[src/hw/dacr_params.svh]
// Offsets, field positions, values and reset value of the converter configuration block.
// Assumes inclusion by bare name; definitions only.
`ifndef DACR_PARAMS_SVH
`define DACR_PARAMS_SVH

// ----------------------------------------
// Register indices (byte address is four times the index)
// ----------------------------------------
`define DACR_IDX_PAT_CTRL 8'h18
`define DACR_IDX_PAT0_LOW 8'h19
`define DACR_IDX_PAT_MID 8'h1A
`define DACR_IDX_PAT1_HIGH 8'h1B
`define DACR_IDX_USER_BITS 8'h1C
`define DACR_IDX_GCAL_KEY 8'h33
`define DACR_IDX_GCAL_EXTRA 8'h34
`define DACR_IDX_READY_CODE 8'h37
`define DACR_IDX_STATUS 8'h3F
`define DACR_IDX_BW_PD 8'hC0
`define DACR_IDX_REF_FMT 8'hC1
`define DACR_IDX_RANGE_A 8'hC2

// ----------------------------------------
// Storage slots of the writable registers
// ----------------------------------------
`define DACR_SLOTS 11
`define DACR_SLOT_PAT_CTRL 4'h0
`define DACR_SLOT_PAT0_LOW 4'h1
`define DACR_SLOT_PAT_MID 4'h2
`define DACR_SLOT_PAT1_HIGH 4'h3
`define DACR_SLOT_USER_BITS 4'h4
`define DACR_SLOT_GCAL_KEY 4'h5
`define DACR_SLOT_GCAL_EXTRA 4'h6
`define DACR_SLOT_READY_CODE 4'h7
`define DACR_SLOT_BW_PD 4'h8
`define DACR_SLOT_REF_FMT 4'h9
`define DACR_SLOT_RANGE_A 4'hA

// ----------------------------------------
// Field positions
// ----------------------------------------
`define DACR_POS_PAT_ON 1
`define DACR_POS_PAT_KIND 2
`define DACR_POS_RAMP_INC 4
`define DACR_POS_USER_B 8
`define DACR_POS_USER_A 0
`define DACR_POS_GCAL_THIRD 13
`define DACR_POS_GCAL_SECOND 6
`define DACR_POS_INIT_KEY 4
`define DACR_POS_GCAL_FOURTH 4
`define DACR_POS_READY_CODE 0
`define DACR_POS_BW_B 7
`define DACR_POS_BW_A 4
`define DACR_POS_CHANNEL_POWERDOWN_SEL 0
`define DACR_POS_REF_OFF 11
`define DACR_POS_TWO_LANE 9
`define DACR_POS_SDR 8
`define DACR_POS_RANGE_A 8

// ----------------------------------------
// Values and reset
// ----------------------------------------
`define DACR_KEY_OPEN 2'h3
`define DACR_READY_GOOD 3'h5
`define DACR_PAT_KIND_RAMP 2'h2
`define DACR_PAT_KIND_ALT 2'h3
`define DACR_REG_RST 16'h0000
`define DACR_CONV_PAD 6'h00

`endif

[src/hw/dacr_pkg.sv]
// Types shared by the converter configuration block.
// Assumes dacr_params.svh is on the include path.
`include "dacr_params.svh"

package dacr_pkg;

	// Output beat sequencer states
	typedef enum logic [1:0] {
		BEAT_IDLE = 2'b01,
		BEAT_SECOND = 2'b10
	} dacr_beat_t;

	// Whole state of the top module
	typedef struct packed {
		logic [`DACR_SLOTS-1:0][15:0] regs;
		logic pready;
		logic slverr;
		logic [31:0] prdata;
		logic dropped;
		dacr_beat_t beat;
		logic [15:0] pend_a;
		logic [15:0] pend_b;
		logic [3:0][15:0] lane;
		logic lane_valid;
		logic lane_first;
		logic conv_ready;
		logic bw_a;
		logic bw_b;
		logic pd_a;
		logic pd_b;
		logic ref_off;
		logic two_lane;
		logic sdr;
		logic [3:0] range_a;
		logic [2:0] gcal;
		logic init_open;
		logic ready_ok;
	} dacr_state_t;

	localparam dacr_state_t DACR_STATE_RST = '{
		regs: '0, pready: 1'b0, slverr: 1'b0, prdata: 32'h00000000, dropped: 1'b0,
		beat: BEAT_IDLE, pend_a: 16'h0000, pend_b: 16'h0000, lane: '0,
		lane_valid: 1'b0, lane_first: 1'b0, conv_ready: 1'b1, bw_a: 1'b0, bw_b: 1'b0,
		pd_a: 1'b0, pd_b: 1'b0, ref_off: 1'b0, two_lane: 1'b0, sdr: 1'b0,
		range_a: 4'h0, gcal: 3'h0, init_open: 1'b0, ready_ok: 1'b0
	};

	// State of the pattern generator
	typedef struct packed {
		logic [23:0] ramp;
		logic alt_sel;
	} dacr_gen_state_t;

	localparam dacr_gen_state_t DACR_GEN_RST = '{ramp: 24'h000000, alt_sel: 1'b0};

endpackage

[src/hw/dacr_pat_if.sv]
// Bundle between the register block and the channel B pattern generator.
// Assumes both ends share one clock.
`timescale 1ns/10ps

interface dacr_pat_if;
	logic step;
	logic [1:0] kind;
	logic [3:0] inc;
	logic [23:0] pat0;
	logic [23:0] pat1;
	logic [23:0] word;

	modport gen (input step, input kind, input inc, input pat0, input pat1, output word);
	modport user (output step, output kind, output inc, output pat0, output pat1, input word);
endinterface

[src/hw/dacr_top.sv]
// Configuration register bank of a two-channel converter with output word formatting.
// Assumes an APB master on CLOCK and conversion results from logic on the same clock.
//
// Overview of operation
// - Pattern zero: low 16 bits at 0x19, high 8 at 0x1a low byte.
// - Pattern one: low 8 bits at 0x1a high byte, upper 16 at 0x1b.
// - Channel B user byte from 0x1c high byte appended to its words.
// - Channel A user byte from 0x1c low byte appended to its words.
// - Gain calibration enables at 0x33 bits 13, 6 and 0x34 bit 4.
// - 0xc0 bit 7 picks channel B bandwidth: low-noise or wide.
// - 0xc0 bit 4 picks channel A bandwidth: low-noise or wide.
// - 0xc0 bits 1-0: none, B, A or both channels powered down.
// - 0xc1 bit 11 set turns internal reference off; external one needed.
// - 0xc1 bit 9: four lanes (A on 3,2; B on 1,0) or two.
// - 0xc1 bit 8 selects single data rate, clear means double.
// - 0xc2 bits 11-8 hold channel A input range code 0 to 5.
// - Pattern kind: 0/1 fixed zero, 2 ramp, 3 alternate zero and one.
// - Pattern on replaces channel B result with the test pattern.
`timescale 1ns/10ps
`include "dacr_params.svh"

module dacr_top (
	// Clock and reset
	input wire logic CLOCK,
	input wire logic RST_N,
	// APB slave
	input wire logic PSEL,
	input wire logic PENABLE,
	input wire logic PWRITE,
	input wire logic [11:0] PADDR,
	input wire logic [31:0] PWDATA,
	input wire logic [3:0] PSTRB,
	output logic [31:0] PRDATA,
	output logic PREADY,
	output logic PSLVERR,
	// Conversion results
	input wire logic CONV_VALID,
	input wire logic [17:0] CONV_A,
	input wire logic [17:0] CONV_B,
	output logic CONV_READY,
	// Output lanes
	output logic [15:0] OUTPUT_LANE_0,
	output logic [15:0] OUTPUT_LANE_1,
	output logic [15:0] OUTPUT_LANE_2,
	output logic [15:0] OUTPUT_LANE_3,
	output logic LANE_VALID,
	output logic LANE_FIRST,
	// Analog front end controls
	output logic CHAN_A_BANDWIDTH_SEL,
	output logic CHAN_B_BANDWIDTH_SEL,
	output logic PD_CHAN_A,
	output logic PD_CHAN_B,
	output logic INTERNAL_REFERENCE_OFF,
	output logic [3:0] CHAN_A_RANGE,
	// Data interface format
	output logic TWO_LANE_MODE,
	output logic SDR_MODE,
	// Calibration and initialization
	output logic GAIN_CAL_ENABLE_SECOND,
	output logic GAIN_CAL_ENABLE_THIRD,
	output logic GAIN_CAL_ENABLE_FOURTH,
	output logic INIT_ACCESS_OPEN,
	output logic INIT_READY_OK
);

	dacr_pkg::dacr_state_t s_r;
	dacr_pkg::dacr_state_t s_nxt;

	dacr_pat_if pat ();

	// ----------------------------------------
	// Helper functions
	// ----------------------------------------
	// Map a byte address to a storage slot; hit is clear for unmapped words
	function automatic logic [4:0] slot_of(input logic [11:0] addr);
		logic [7:0] idx;
		idx = addr[9:2];
		slot_of = 5'h00;
		if (addr[11:10] == 2'h0) begin
			unique case (idx)
				`DACR_IDX_PAT_CTRL: slot_of = {1'b1, `DACR_SLOT_PAT_CTRL};
				`DACR_IDX_PAT0_LOW: slot_of = {1'b1, `DACR_SLOT_PAT0_LOW};
				`DACR_IDX_PAT_MID: slot_of = {1'b1, `DACR_SLOT_PAT_MID};
				`DACR_IDX_PAT1_HIGH: slot_of = {1'b1, `DACR_SLOT_PAT1_HIGH};
				`DACR_IDX_USER_BITS: slot_of = {1'b1, `DACR_SLOT_USER_BITS};
				`DACR_IDX_GCAL_KEY: slot_of = {1'b1, `DACR_SLOT_GCAL_KEY};
				`DACR_IDX_GCAL_EXTRA: slot_of = {1'b1, `DACR_SLOT_GCAL_EXTRA};
				`DACR_IDX_READY_CODE: slot_of = {1'b1, `DACR_SLOT_READY_CODE};
				`DACR_IDX_BW_PD: slot_of = {1'b1, `DACR_SLOT_BW_PD};
				`DACR_IDX_REF_FMT: slot_of = {1'b1, `DACR_SLOT_REF_FMT};
				`DACR_IDX_RANGE_A: slot_of = {1'b1, `DACR_SLOT_RANGE_A};
				default: slot_of = 5'h00;
			endcase
		end
	endfunction

	// True when the address names the read-only status word
	function automatic logic is_status(input logic [11:0] addr);
		is_status = (addr[11:10] == 2'h0) && (addr[9:2] == `DACR_IDX_STATUS);
	endfunction

	// Merge the two low byte lanes of a write into a stored word
	function automatic logic [15:0] merge(input logic [15:0] old, input logic [31:0] wd,
			input logic [3:0] strb);
		merge = old;
		if (strb[0]) begin
			merge[7:0] = wd[7:0];
		end
		if (strb[1]) begin
			merge[15:8] = wd[15:8];
		end
	endfunction

	// Build an output word: 24 data bits then the user byte
	function automatic logic [31:0] out_word(input logic [23:0] data, input logic [7:0] user);
		out_word = {data, user};
	endfunction

	// ----------------------------------------
	// Field views of the stored registers
	// ----------------------------------------
	// Pattern words assembled across the three shared registers
	assign pat.pat0 = {s_r.regs[`DACR_SLOT_PAT_MID][7:0], s_r.regs[`DACR_SLOT_PAT0_LOW]};
	assign pat.pat1 = {s_r.regs[`DACR_SLOT_PAT1_HIGH], s_r.regs[`DACR_SLOT_PAT_MID][15:8]};
	assign pat.kind = s_r.regs[`DACR_SLOT_PAT_CTRL][`DACR_POS_PAT_KIND +: 2];
	assign pat.inc = s_r.regs[`DACR_SLOT_PAT_CTRL][`DACR_POS_RAMP_INC +: 4];
	// Generator only advances on accepted conversions while the pattern is on
	assign pat.step = CONV_VALID && s_r.conv_ready
		&& s_r.regs[`DACR_SLOT_PAT_CTRL][`DACR_POS_PAT_ON];

	dacr_patgen dacr_patgen_inst (
		.clk(CLOCK),
		.rst_n(RST_N),
		.pat(pat)
	);

	// ----------------------------------------
	// Next-state logic
	// ----------------------------------------
	// Bus, register file, output formatting and control outputs in one pass
	always_comb begin
		logic [4:0] hit;
		logic accept;
		logic [23:0] data_b;
		logic [31:0] word_a;
		logic [31:0] word_b;
		logic [15:0] status;
		logic [15:0] rr;
		hit = 5'h00;
		accept = 1'b0;
		data_b = 24'h000000;
		word_a = 32'h00000000;
		word_b = 32'h00000000;
		status = 16'h0000;
		rr = 16'h0000;
		s_nxt = s_r;
		s_nxt.pready = 1'b0;
		s_nxt.slverr = 1'b0;
		s_nxt.lane_valid = 1'b0;
		s_nxt.lane_first = 1'b0;

		// Status word shows live state of the block
		status = {12'h000, s_r.dropped, s_r.beat == dacr_pkg::BEAT_SECOND,
			s_r.ready_ok, s_r.init_open};

		// Setup phase: decode, load read data, answer in the next cycle
		if (PSEL && !PENABLE) begin
			hit = slot_of(PADDR);
			s_nxt.pready = 1'b1;
			s_nxt.slverr = (!hit[4] && !is_status(PADDR)) || (PADDR[1:0] != 2'h0);
			if (hit[4]) begin
				rr = s_r.regs[hit[3:0]];
			end else if (is_status(PADDR)) begin
				rr = status;
			end
			s_nxt.prdata = {16'h0000, rr};
		end

		// Access phase: the write lands at the completing edge
		if (PSEL && PENABLE && s_r.pready && !s_r.slverr) begin
			hit = slot_of(PADDR);
			if (PWRITE && hit[4]) begin
				// Reserved bits are stored as written; keeping them zero is the host's job
				s_nxt.regs[hit[3:0]] = merge(s_r.regs[hit[3:0]], PWDATA, PSTRB);
			end
			if (!PWRITE && is_status(PADDR)) begin
				s_nxt.dropped = 1'b0;
			end
		end

		// A conversion lost while busy is flagged; a new loss beats the read clear
		if (CONV_VALID && !s_r.conv_ready) begin
			s_nxt.dropped = 1'b1;
		end

		// ----------------------------------------
		// Output word formatting
		// ----------------------------------------
		accept = CONV_VALID && s_r.conv_ready;
		if (s_r.regs[`DACR_SLOT_PAT_CTRL][`DACR_POS_PAT_ON]) begin
			data_b = pat.word;
		end else begin
			data_b = {CONV_B, `DACR_CONV_PAD};
		end
		// Settings are sampled with the conversion, so changes act from the next word
		word_a = out_word({CONV_A, `DACR_CONV_PAD},
			s_r.regs[`DACR_SLOT_USER_BITS][`DACR_POS_USER_A +: 8]);
		word_b = out_word(data_b,
			s_r.regs[`DACR_SLOT_USER_BITS][`DACR_POS_USER_B +: 8]);
		// A powered-down channel sends zero words
		if (s_r.pd_a) begin
			word_a = 32'h00000000;
		end
		if (s_r.pd_b) begin
			word_b = 32'h00000000;
		end

		unique case (s_r.beat)
			dacr_pkg::BEAT_SECOND: begin
				// Low halves of the previous conversion on the two active lanes
				s_nxt.lane[3] = s_r.pend_a;
				s_nxt.lane[1] = s_r.pend_b;
				s_nxt.lane_valid = 1'b1;
				s_nxt.beat = dacr_pkg::BEAT_IDLE;
			end
			dacr_pkg::BEAT_IDLE: begin
				if (accept) begin
					s_nxt.lane_valid = 1'b1;
					s_nxt.lane_first = 1'b1;
					s_nxt.lane[3] = word_a[31:16];
					s_nxt.lane[1] = word_b[31:16];
					if (s_r.two_lane) begin
						// Two-lane mode needs a second beat; lanes 2 and 0 stay quiet
						s_nxt.lane[2] = 16'h0000;
						s_nxt.lane[0] = 16'h0000;
						s_nxt.pend_a = word_a[15:0];
						s_nxt.pend_b = word_b[15:0];
						s_nxt.beat = dacr_pkg::BEAT_SECOND;
					end else begin
						s_nxt.lane[2] = word_a[15:0];
						s_nxt.lane[0] = word_b[15:0];
					end
				end
			end
		endcase
		s_nxt.conv_ready = (s_nxt.beat == dacr_pkg::BEAT_IDLE);

		// ----------------------------------------
		// Control outputs from the updated registers
		// ----------------------------------------
		s_nxt.bw_b = s_nxt.regs[`DACR_SLOT_BW_PD][`DACR_POS_BW_B];
		s_nxt.bw_a = s_nxt.regs[`DACR_SLOT_BW_PD][`DACR_POS_BW_A];
		s_nxt.pd_b = s_nxt.regs[`DACR_SLOT_BW_PD][`DACR_POS_CHANNEL_POWERDOWN_SEL];
		s_nxt.pd_a = s_nxt.regs[`DACR_SLOT_BW_PD][`DACR_POS_CHANNEL_POWERDOWN_SEL + 1];
		s_nxt.ref_off = s_nxt.regs[`DACR_SLOT_REF_FMT][`DACR_POS_REF_OFF];
		s_nxt.two_lane = s_nxt.regs[`DACR_SLOT_REF_FMT][`DACR_POS_TWO_LANE];
		s_nxt.sdr = s_nxt.regs[`DACR_SLOT_REF_FMT][`DACR_POS_SDR];
		s_nxt.range_a = s_nxt.regs[`DACR_SLOT_RANGE_A][`DACR_POS_RANGE_A +: 4];
		s_nxt.gcal = {s_nxt.regs[`DACR_SLOT_GCAL_EXTRA][`DACR_POS_GCAL_FOURTH],
			s_nxt.regs[`DACR_SLOT_GCAL_KEY][`DACR_POS_GCAL_THIRD],
			s_nxt.regs[`DACR_SLOT_GCAL_KEY][`DACR_POS_GCAL_SECOND]};
		// Key and ready code are only reported; the host drives the sequence
		s_nxt.init_open = s_nxt.regs[`DACR_SLOT_GCAL_KEY][`DACR_POS_INIT_KEY +: 2]
			== `DACR_KEY_OPEN;
		s_nxt.ready_ok = s_nxt.regs[`DACR_SLOT_READY_CODE][`DACR_POS_READY_CODE +: 3]
			== `DACR_READY_GOOD;
	end

	// ----------------------------------------
	// State register
	// ----------------------------------------
	// Synchronous reset puts every register and output at zero except CONV_READY, which comes up high, and the beat state, which starts in BEAT_IDLE
	always_ff @(posedge CLOCK) begin
		if (!RST_N) begin
			s_r <= dacr_pkg::DACR_STATE_RST;
		end else begin
			s_r <= s_nxt;
		end
	end

	// ----------------------------------------
	// Outputs straight from the state
	// ----------------------------------------
	assign PRDATA = s_r.prdata;
	assign PREADY = s_r.pready;
	assign PSLVERR = s_r.slverr;
	assign CONV_READY = s_r.conv_ready;
	assign OUTPUT_LANE_0 = s_r.lane[0];
	assign OUTPUT_LANE_1 = s_r.lane[1];
	assign OUTPUT_LANE_2 = s_r.lane[2];
	assign OUTPUT_LANE_3 = s_r.lane[3];
	assign LANE_VALID = s_r.lane_valid;
	assign LANE_FIRST = s_r.lane_first;
	assign CHAN_A_BANDWIDTH_SEL = s_r.bw_a;
	assign CHAN_B_BANDWIDTH_SEL = s_r.bw_b;
	assign PD_CHAN_A = s_r.pd_a;
	assign PD_CHAN_B = s_r.pd_b;
	assign INTERNAL_REFERENCE_OFF = s_r.ref_off;
	assign CHAN_A_RANGE = s_r.range_a;
	assign TWO_LANE_MODE = s_r.two_lane;
	assign SDR_MODE = s_r.sdr;
	assign GAIN_CAL_ENABLE_SECOND = s_r.gcal[0];
	assign GAIN_CAL_ENABLE_THIRD = s_r.gcal[1];
	assign GAIN_CAL_ENABLE_FOURTH = s_r.gcal[2];
	assign INIT_ACCESS_OPEN = s_r.init_open;
	assign INIT_READY_OK = s_r.ready_ok;

endmodule

[src/hw/dacr_patgen.sv]
// Channel B test pattern generator: fixed, ramp and alternating words.
// Assumes step pulses once per accepted conversion while the pattern is on.
`timescale 1ns/10ps
`include "dacr_params.svh"

module dacr_patgen (
	// Clock and reset
	input wire logic clk,
	input wire logic rst_n,
	// Pattern bundle
	dacr_pat_if.gen pat
);

	dacr_pkg::dacr_gen_state_t s_r;
	dacr_pkg::dacr_gen_state_t s_nxt;

	// ----------------------------------------
	// Word selection
	// ----------------------------------------
	// Word is the one for the current conversion; the step moves to the next
	always_comb begin
		unique case (pat.kind)
			`DACR_PAT_KIND_RAMP: pat.word = s_r.ramp;
			`DACR_PAT_KIND_ALT: pat.word = s_r.alt_sel ? pat.pat1 : pat.pat0;
			default: pat.word = pat.pat0;
		endcase
	end

	// Next state: ramp steps by increment plus one, alternation toggles
	always_comb begin
		s_nxt = s_r;
		if (pat.step) begin
			s_nxt.ramp = s_r.ramp + {20'h00000, pat.inc} + 24'h000001;
			s_nxt.alt_sel = ~s_r.alt_sel;
		end
	end

	// State register
	always_ff @(posedge clk) begin
		if (!rst_n) begin
			s_r <= dacr_pkg::DACR_GEN_RST;
		end else begin
			s_r <= s_nxt;
		end
	end

endmodule

[config.mk]
export PLATFORM = sky130hd
export DESIGN_NAME = dacr_top
export DESIGN_NICKNAME = d
export VERILOG_FILES = /design/src/hw/dacr_pkg.sv /design/src/hw/dacr_pat_if.sv /design/src/hw/dacr_top.sv /design/src/hw/dacr_patgen.sv
export VERILOG_INCLUDE_DIRS = /design/src /design/src/hw
export SDC_FILE = /design/constraint.sdc
export NUM_CORES = 1
export LEC_CHECK = 0
export BUFFER_PORTS_ARGS = -buffer_cell sky130_fd_sc_hd__buf_2
export CORE_UTILIZATION = 50
export DETAILED_ROUTE_END_ITERATION = 12
export GPL_TIMING_DRIVEN = 0
export PLACE_DENSITY = 0.71
export SLEW_MARGIN = 20
export SYNTH_ARGS = -nofsm -noshare
export SYNTH_HDL_FRONTEND = slang
export SYNTH_SLANG_ARGS = --single-unit
[constraint.sdc]
create_clock -name CLOCK -period 4.5 [get_ports CLOCK]
set_input_delay 0 -clock CLOCK [delete_from_list [all_inputs] [get_ports CLOCK]]
set_output_delay 0 -clock CLOCK [all_outputs]
set_load 0.02 [all_outputs]
==> results.cfg, run 1 <==
[worst_hold_path]
min_path_type = primary input to flip-flop
hold-path-cell-count = 4

[setup_path]
arrival_ps = 3830
critPathBufInv = 1
r2r_slack_ps = 1070
start_kind = flip-flop
max_stage_delay_ps = 770
cpLargestDelayFamily = simple AND/OR/NAND/NOR gates
slowest_stage = nor3_1
required_ps = 4900
crit_cells = 7
reg2reg_depth = 7
cp_max_fo = 10
path_cells = and4b_1 -> nand2_1 -> nor3_1 -> nand2_1 -> a211oi_1 -> nor3_1 -> dlygate4sd3_1
crit_type = flip-flop to flip-flop
end_kind = flip-flop

[global_routing]
antenna_found_initial = 1
grt_pass1_vias = 13950
use_met2_pct = 58.02
grt_max_degree = 13
grt-ovfl-total = 0
grt.busiest_layer = met2
grt_util_met1_pct = 48.40
grtUsageMet3_pct = 8.596
grt_pass1_wl_um = 85050
grt_usage_pct = 36.80

[synth]
synth_warnings = 0
syn_inst = 1785
synth_top_cell_by_area = dfxtp_1
synthTopCellsByArea = dfxtp_1, buf_4, a21oi_1, nand2_1, nand3_1
avgSynthCellArea_um2 = 8.304
synth_async_sr_flop_share_pct = 0
synth-main-ff-cell = dfxtp_1
synth_area_um2 = 14820
yosysMostFrequentCell = dfxtp_1
ys_seq_elements = 311
yosys-top-cells-count = dfxtp_1, nand2_1, a21oi_1
synth-edff-count = 0
synth_top_cell_area_share_pct = 42.00
synth-seq-area-share_pct = 42.00
synth_cell_types = 85

[sta]
fin_skew_ps = 14.16
rsz0062_at_grt = no
hold_viol = 0
timing.fmax_mhz = 291.7
slew_violations = 0
fin_crit_sh_pct = 76.18
maxSlewHeadroom_pct = 33.86
tns_ps = 0
worstMarginPinSlew_ps = 984.6
setup_ws_ps = 1072
setup_viol = 0
fin_crit_ps = 3428

[routing]
dr.pass1.iters = 6
vias = 15250
drt-total-wl_um = 57380
drtIter0Drc = 2332
wl_per_cell_um = 23.17
vias_per_cell = 6.157
ant_nets = 0
drc = 0

[power_and_ir_drop]
p_leak_uw = 0.007471
vdd_ir_drop_max_mv = 0.2790
power_density_nw_per_um2 = 333.3
power.total_uw = 5977

[layout]
n_fill_cell = 2593
diodes = 0
drive_gt1_share_pct = 18.78
area_growth_pct = 20.98
regArea_um2 = 6226
finish.net_count = 2168
multi_input_area_um2 = 7189

[placement]
dpl.hpwl_um = 42700
gp_congestion = 1.011
post-place-ws_ps = 1011
port_buffers = 166

[run]
drv_cap = 0

[clock_tree]
h-tree-depth = 2
cts_tree = built
cts_buffers = 35
cts_resized = 0
ctsLongestPathBuffers = 3
clk_pin_slew_ps = 60
cts_num_sinks = 311
clk_latency_ps = 520
cts_setup_buffers = 0
cts_root_buf = clkbuf_16

[floorplanning]
coreArea_um2 = 28940
dieWidth_um = 174.2
dieHeight_um = 174.2
die_area_um2 = 30340
initial_core_util_pct = 51.23
row_count = 62
io_pins = 207

[outcome]
status = finished, final reports clean
## path summary, 6_finish.rpt
| kind | startpoint | end |
|---|---|---|
| worst max-delay path | PSLVERR | INIT_ACCESS_OPEN |
| worst min-delay path | CONV_VALID | dacr_patgen_inst.s_r[4] |
| worst max register to register | PSLVERR | INIT_ACCESS_OPEN |
| worst min register to register | PRDATA[10] | PRDATA[10] |
## cells by family after synthesis
logic type / count (synthesis) / synth area share (%)
multiplexers: 19 / 1.401
XOR/XNOR: 20 / 1.182
adder cells (fa/ha/maj): 5 / 0.4727
flip-flops: 311 / 42.00
AND/OR/NAND/NOR: 598 / 19.70
buffers and inverters: 259 / 10.09
other: 1 / 0.02530
AO/OA/AOI/OAI: 572 / 25.13
## cell usage in the layout (no fill, tap or decap), types with 35 or more instances in the layout
master	count
a21oi_1	155
o21ai_0	85
o21ai_1	61
nand3_1	136
clkbuf_16	35
buf_2	194
nor2_1	110
buf_4	110
dlygate4sd3_1	64
clkbuf_1	104
a21o_1	63
o22ai_1	35
dfxtp_1	311
nand2_1	189
and3_1	58
## layer usage
metal | share of wire (%) | up-vias
met5 | 0.021 | -
li1 | - | 6902
met2 | 44 | 966
met3 | 11 | 188
met4 | 4.3 | 2
met1 | 40 | 7192
## state kept, by name (all words and copies together) (netlist names)
| signal | flops |
|---|---|
| GAIN_CAL_ENABLE_THIRD | 1 |
| PRDATA | 16 |
| pat.inc | 4 |
| OUTPUT_LANE_0 | 16 |
| s_r | 150 |
| PSLVERR | 1 |
| OUTPUT_LANE_1 | 16 |
| INIT_ACCESS_OPEN | 1 |
| OUTPUT_LANE_3 | 16 |
| dacr_patgen_inst.s_r | 25 |
| LANE_FIRST | 1 |
| CONV_READY | 1 |
| INIT_READY_OK | 1 |
| pat.kind | 2 |
| PREADY | 1 |
| pat.pat0 | 24 |
| OUTPUT_LANE_2 | 10 |
| pat.pat1 | 24 |
| LANE_VALID | 1 |
## worst reg2reg max path: stages (launching register included)
cell and delay [ps]:
dfxtp_1 310, and4b_1 470, nand2_1 410, nor3_1 770
nand2_1 400, a211oi_1 310, nor3_1 60, dlygate4sd3_1 600
## per-stage QoR
step / utilization [%] / area (um2) / hold slack, ps / std cells
floorplan: - / 14900 / 132.2 / 1806
global placement: 56.03 / 16210 / 240.4 / 2356
detailed placement: 56.05 / 16220 / 244.5 / 2356
CTS: 61.96 / 17930 / 11.05 / 2477
global route: 61.97 / 17930 / 39.21 / 2477
finish: 61.97 / 17930 / 18.54 / 2477
## power breakdown
| part | switching [uW] | leakage (uW) | internal (uW) |
|---|---|---|---|
| clock network | 1130 | 0.000525 | 1610 |
| logic | 280 | 0.00443 | 167 |
| registers | 12.0 | 0.00251 | 2780 |
| total | 1420 | 0.00747 | 4560 |
## final cells by class
| cell class | count | share of cell area, % |
|---|---|---|
| multi-input combinational | 1236 | 40.09 |
| sequential | 311 | 34.72 |
| timing repair buffer | 230 | 8.205 |
| buffer | 246 | 8.066 |
| clock buffer | 49 | 5.401 |
| tap | 384 | 2.679 |
| clock inverter | 8 | 0.5652 |
| inverter | 13 | 0.2721 |
## what timing repair did
item                                    in CTS  in global routing
hold buffers                                64                  0
endpoints found under the hold margin       64                  0
endpoints found under the setup margin       0                  0
Power figures use the tool's default switching activity.
==> run 2, diff against run 1 <==
==> constraint.sdc (replaced) <==
create_clock -name CLOCK -period 3.2 [get_ports CLOCK]
set_input_delay 0 -clock CLOCK [delete_from_list [all_inputs] [get_ports CLOCK]]
set_output_delay 0 -clock CLOCK [all_outputs]
set_load 0.02 [all_outputs]
==> results.cfg, run 2 (same netlist as run 1, synthesis figures left out) <==
[setup_path]
cp_max_fo = 10
start_kind = primary input
crit_type = primary input to flip-flop
end_kind = flip-flop
required_ps = 3590
arrival_ps = 3570

[sta]
maxSlewHeadroom_pct = 34.56
fin_crit_sh_pct = 99.18
setup_ws_ps = 26.20
tns_ps = 0
setup_viol = 0
timing.fmax_mhz = 315.1
fin_skew_ps = 14.42
hold_viol = 0
hold_ws_ps = 20.83
slew_violations = 0
fin_crit_ps = 3174
rsz0062_at_grt = no
worstMarginPinSlew_ps = 974.1

[routing]
vias = 15330
vias_per_cell = 6.193
wl_per_cell_um = 23.18
drc = 0
drt-total-wl_um = 57370
drtIter0Drc = 1984
ant_nets = 0
dr.pass1.iters = 9

[floorplanning]
dieWidth_um = 174.2
initial_core_util_pct = 51.23
dieHeight_um = 174.2
row_count = 62
die_area_um2 = 30340
coreArea_um2 = 28940
io_pins = 207

[clock_tree]
cts_buffers = 35
clk_latency_ps = 520
cts_tree = built
cts_root_buf = clkbuf_16
clk_pin_slew_ps = 60
h-tree-depth = 2
cts_num_sinks = 311
cts_setup_buffers = 0
ctsLongestPathBuffers = 3

[layout]
drive_gt1_share_pct = 19.03
finish.net_count = 2166
final_area_um2 = 17930
area_growth_pct = 20.98
final_cell_mix = dfxtp_1, buf_2, nand2_1
top_regs = s_r x150, dacr_patgen_inst.s_r x25
regMostFlops = s_r
largest_reg_flops = 150
layout_commonest_cell = dfxtp_1
diodes = 0

[global_routing]
grt_pass1_vias = 13980
grtUsageMet3_pct = 8.836
grt_pass1_wl_um = 84970
grt-ovfl-total = 0
grt_util_met1_pct = 48.21
grt_usage_pct = 36.77
antenna_found_initial = 1
grt.busiest_layer = met2
use_met2_pct = 57.75
grt_max_degree = 13

[outcome]
status = finished, final reports clean

[placement]
post-place-ws_ps = -289.1
dpl-instance-area_um2 = 16220
port_buffers = 166
dpl.hpwl_um = 42700
gp_congestion = 1.011

[power_and_ir_drop]
vdd_ir_drop_max_mv = 0.3922
power_density_nw_per_um2 = 469.2
p_leak_uw = 0.007465

[worst_hold_path]
min_path_type = primary input to flip-flop

[run]
drv_cap = 0
run 2: cell count changes in the layout (fill, tap and decap cells not counted), sizes merged:
cell         previous run  this run
dlygate4sd3            64        63
clkbuf                143       142
run 2: path summary, 6_finish.rpt:
check / startpoint / endpoint / slack, ps / cells past startpoint
max: PADDR[5] / s_r[240] / 30 / 13
min: CONV_VALID / dacr_patgen_inst.s_r[4] / 20 / 4
max reg2reg: PSLVERR / s_r[232] / 50 / 7
min reg2reg: PRDATA[10] / PRDATA[10] / 450 / 2
run 2: per-stage QoR:
step | instances | utilization, % | power, uW
floorplan | 1806 | - | 4337
detailed placement | 2356 | 56.05 | 4556
CTS | 2476 | 61.92 | 8401
global placement | 2356 | 56.03 | 4551
global route | 2475 | 61.98 | 8613
finish | 2475 | 61.98 | 8414
run 2: critical path: stages:
cell,delay (ps)
buf_2,110
buf_4,160
and4bb_1,330
nand3_1,200
a21oi_4,330
nor2_2,110
buf_6,180
mux2_1,360
a222oi_1,570
o221ai_1,320
o21bai_1,220
dlygate4sd3_1,580
o21ai_0,80
run 2: timing repair:
item | CTS | global route
gates resized for setup | 0 | 5
endpoints found under the hold margin | 64 | 0
hold buffers | 63 | 0
endpoints found under the setup margin | 0 | 3
run 2: area by class of cell:
type | count | area [um2]
tap | 384 | 480.5
sequential | 311 | 6226
clock buffer | 49 | 968.4
timing repair buffer | 229 | 1461
fill | 2589 | 11000
multi-input combinational | 1236 | 7204
inverter | 13 | 48.80
clock inverter | 8 | 101.3
buffer | 245 | 1443
run 2: report_power, final:
part	internal, uW	switching (uW)	leakage (uW)	total, uW
logic	235	393	0.00443	628
clock network	2270	1600	0.000525	3870
registers	3900	16.9	0.00251	3920
total	6410	2010	0.00747	8410
run 2: metal layers:
layer / vias up / share of wire [%]
met5: - / 0.021
met4: 2 / 4.5
met3: 187 / 12
met2: 988 / 44
met1: 7249 / 40
li1: 6902 / -
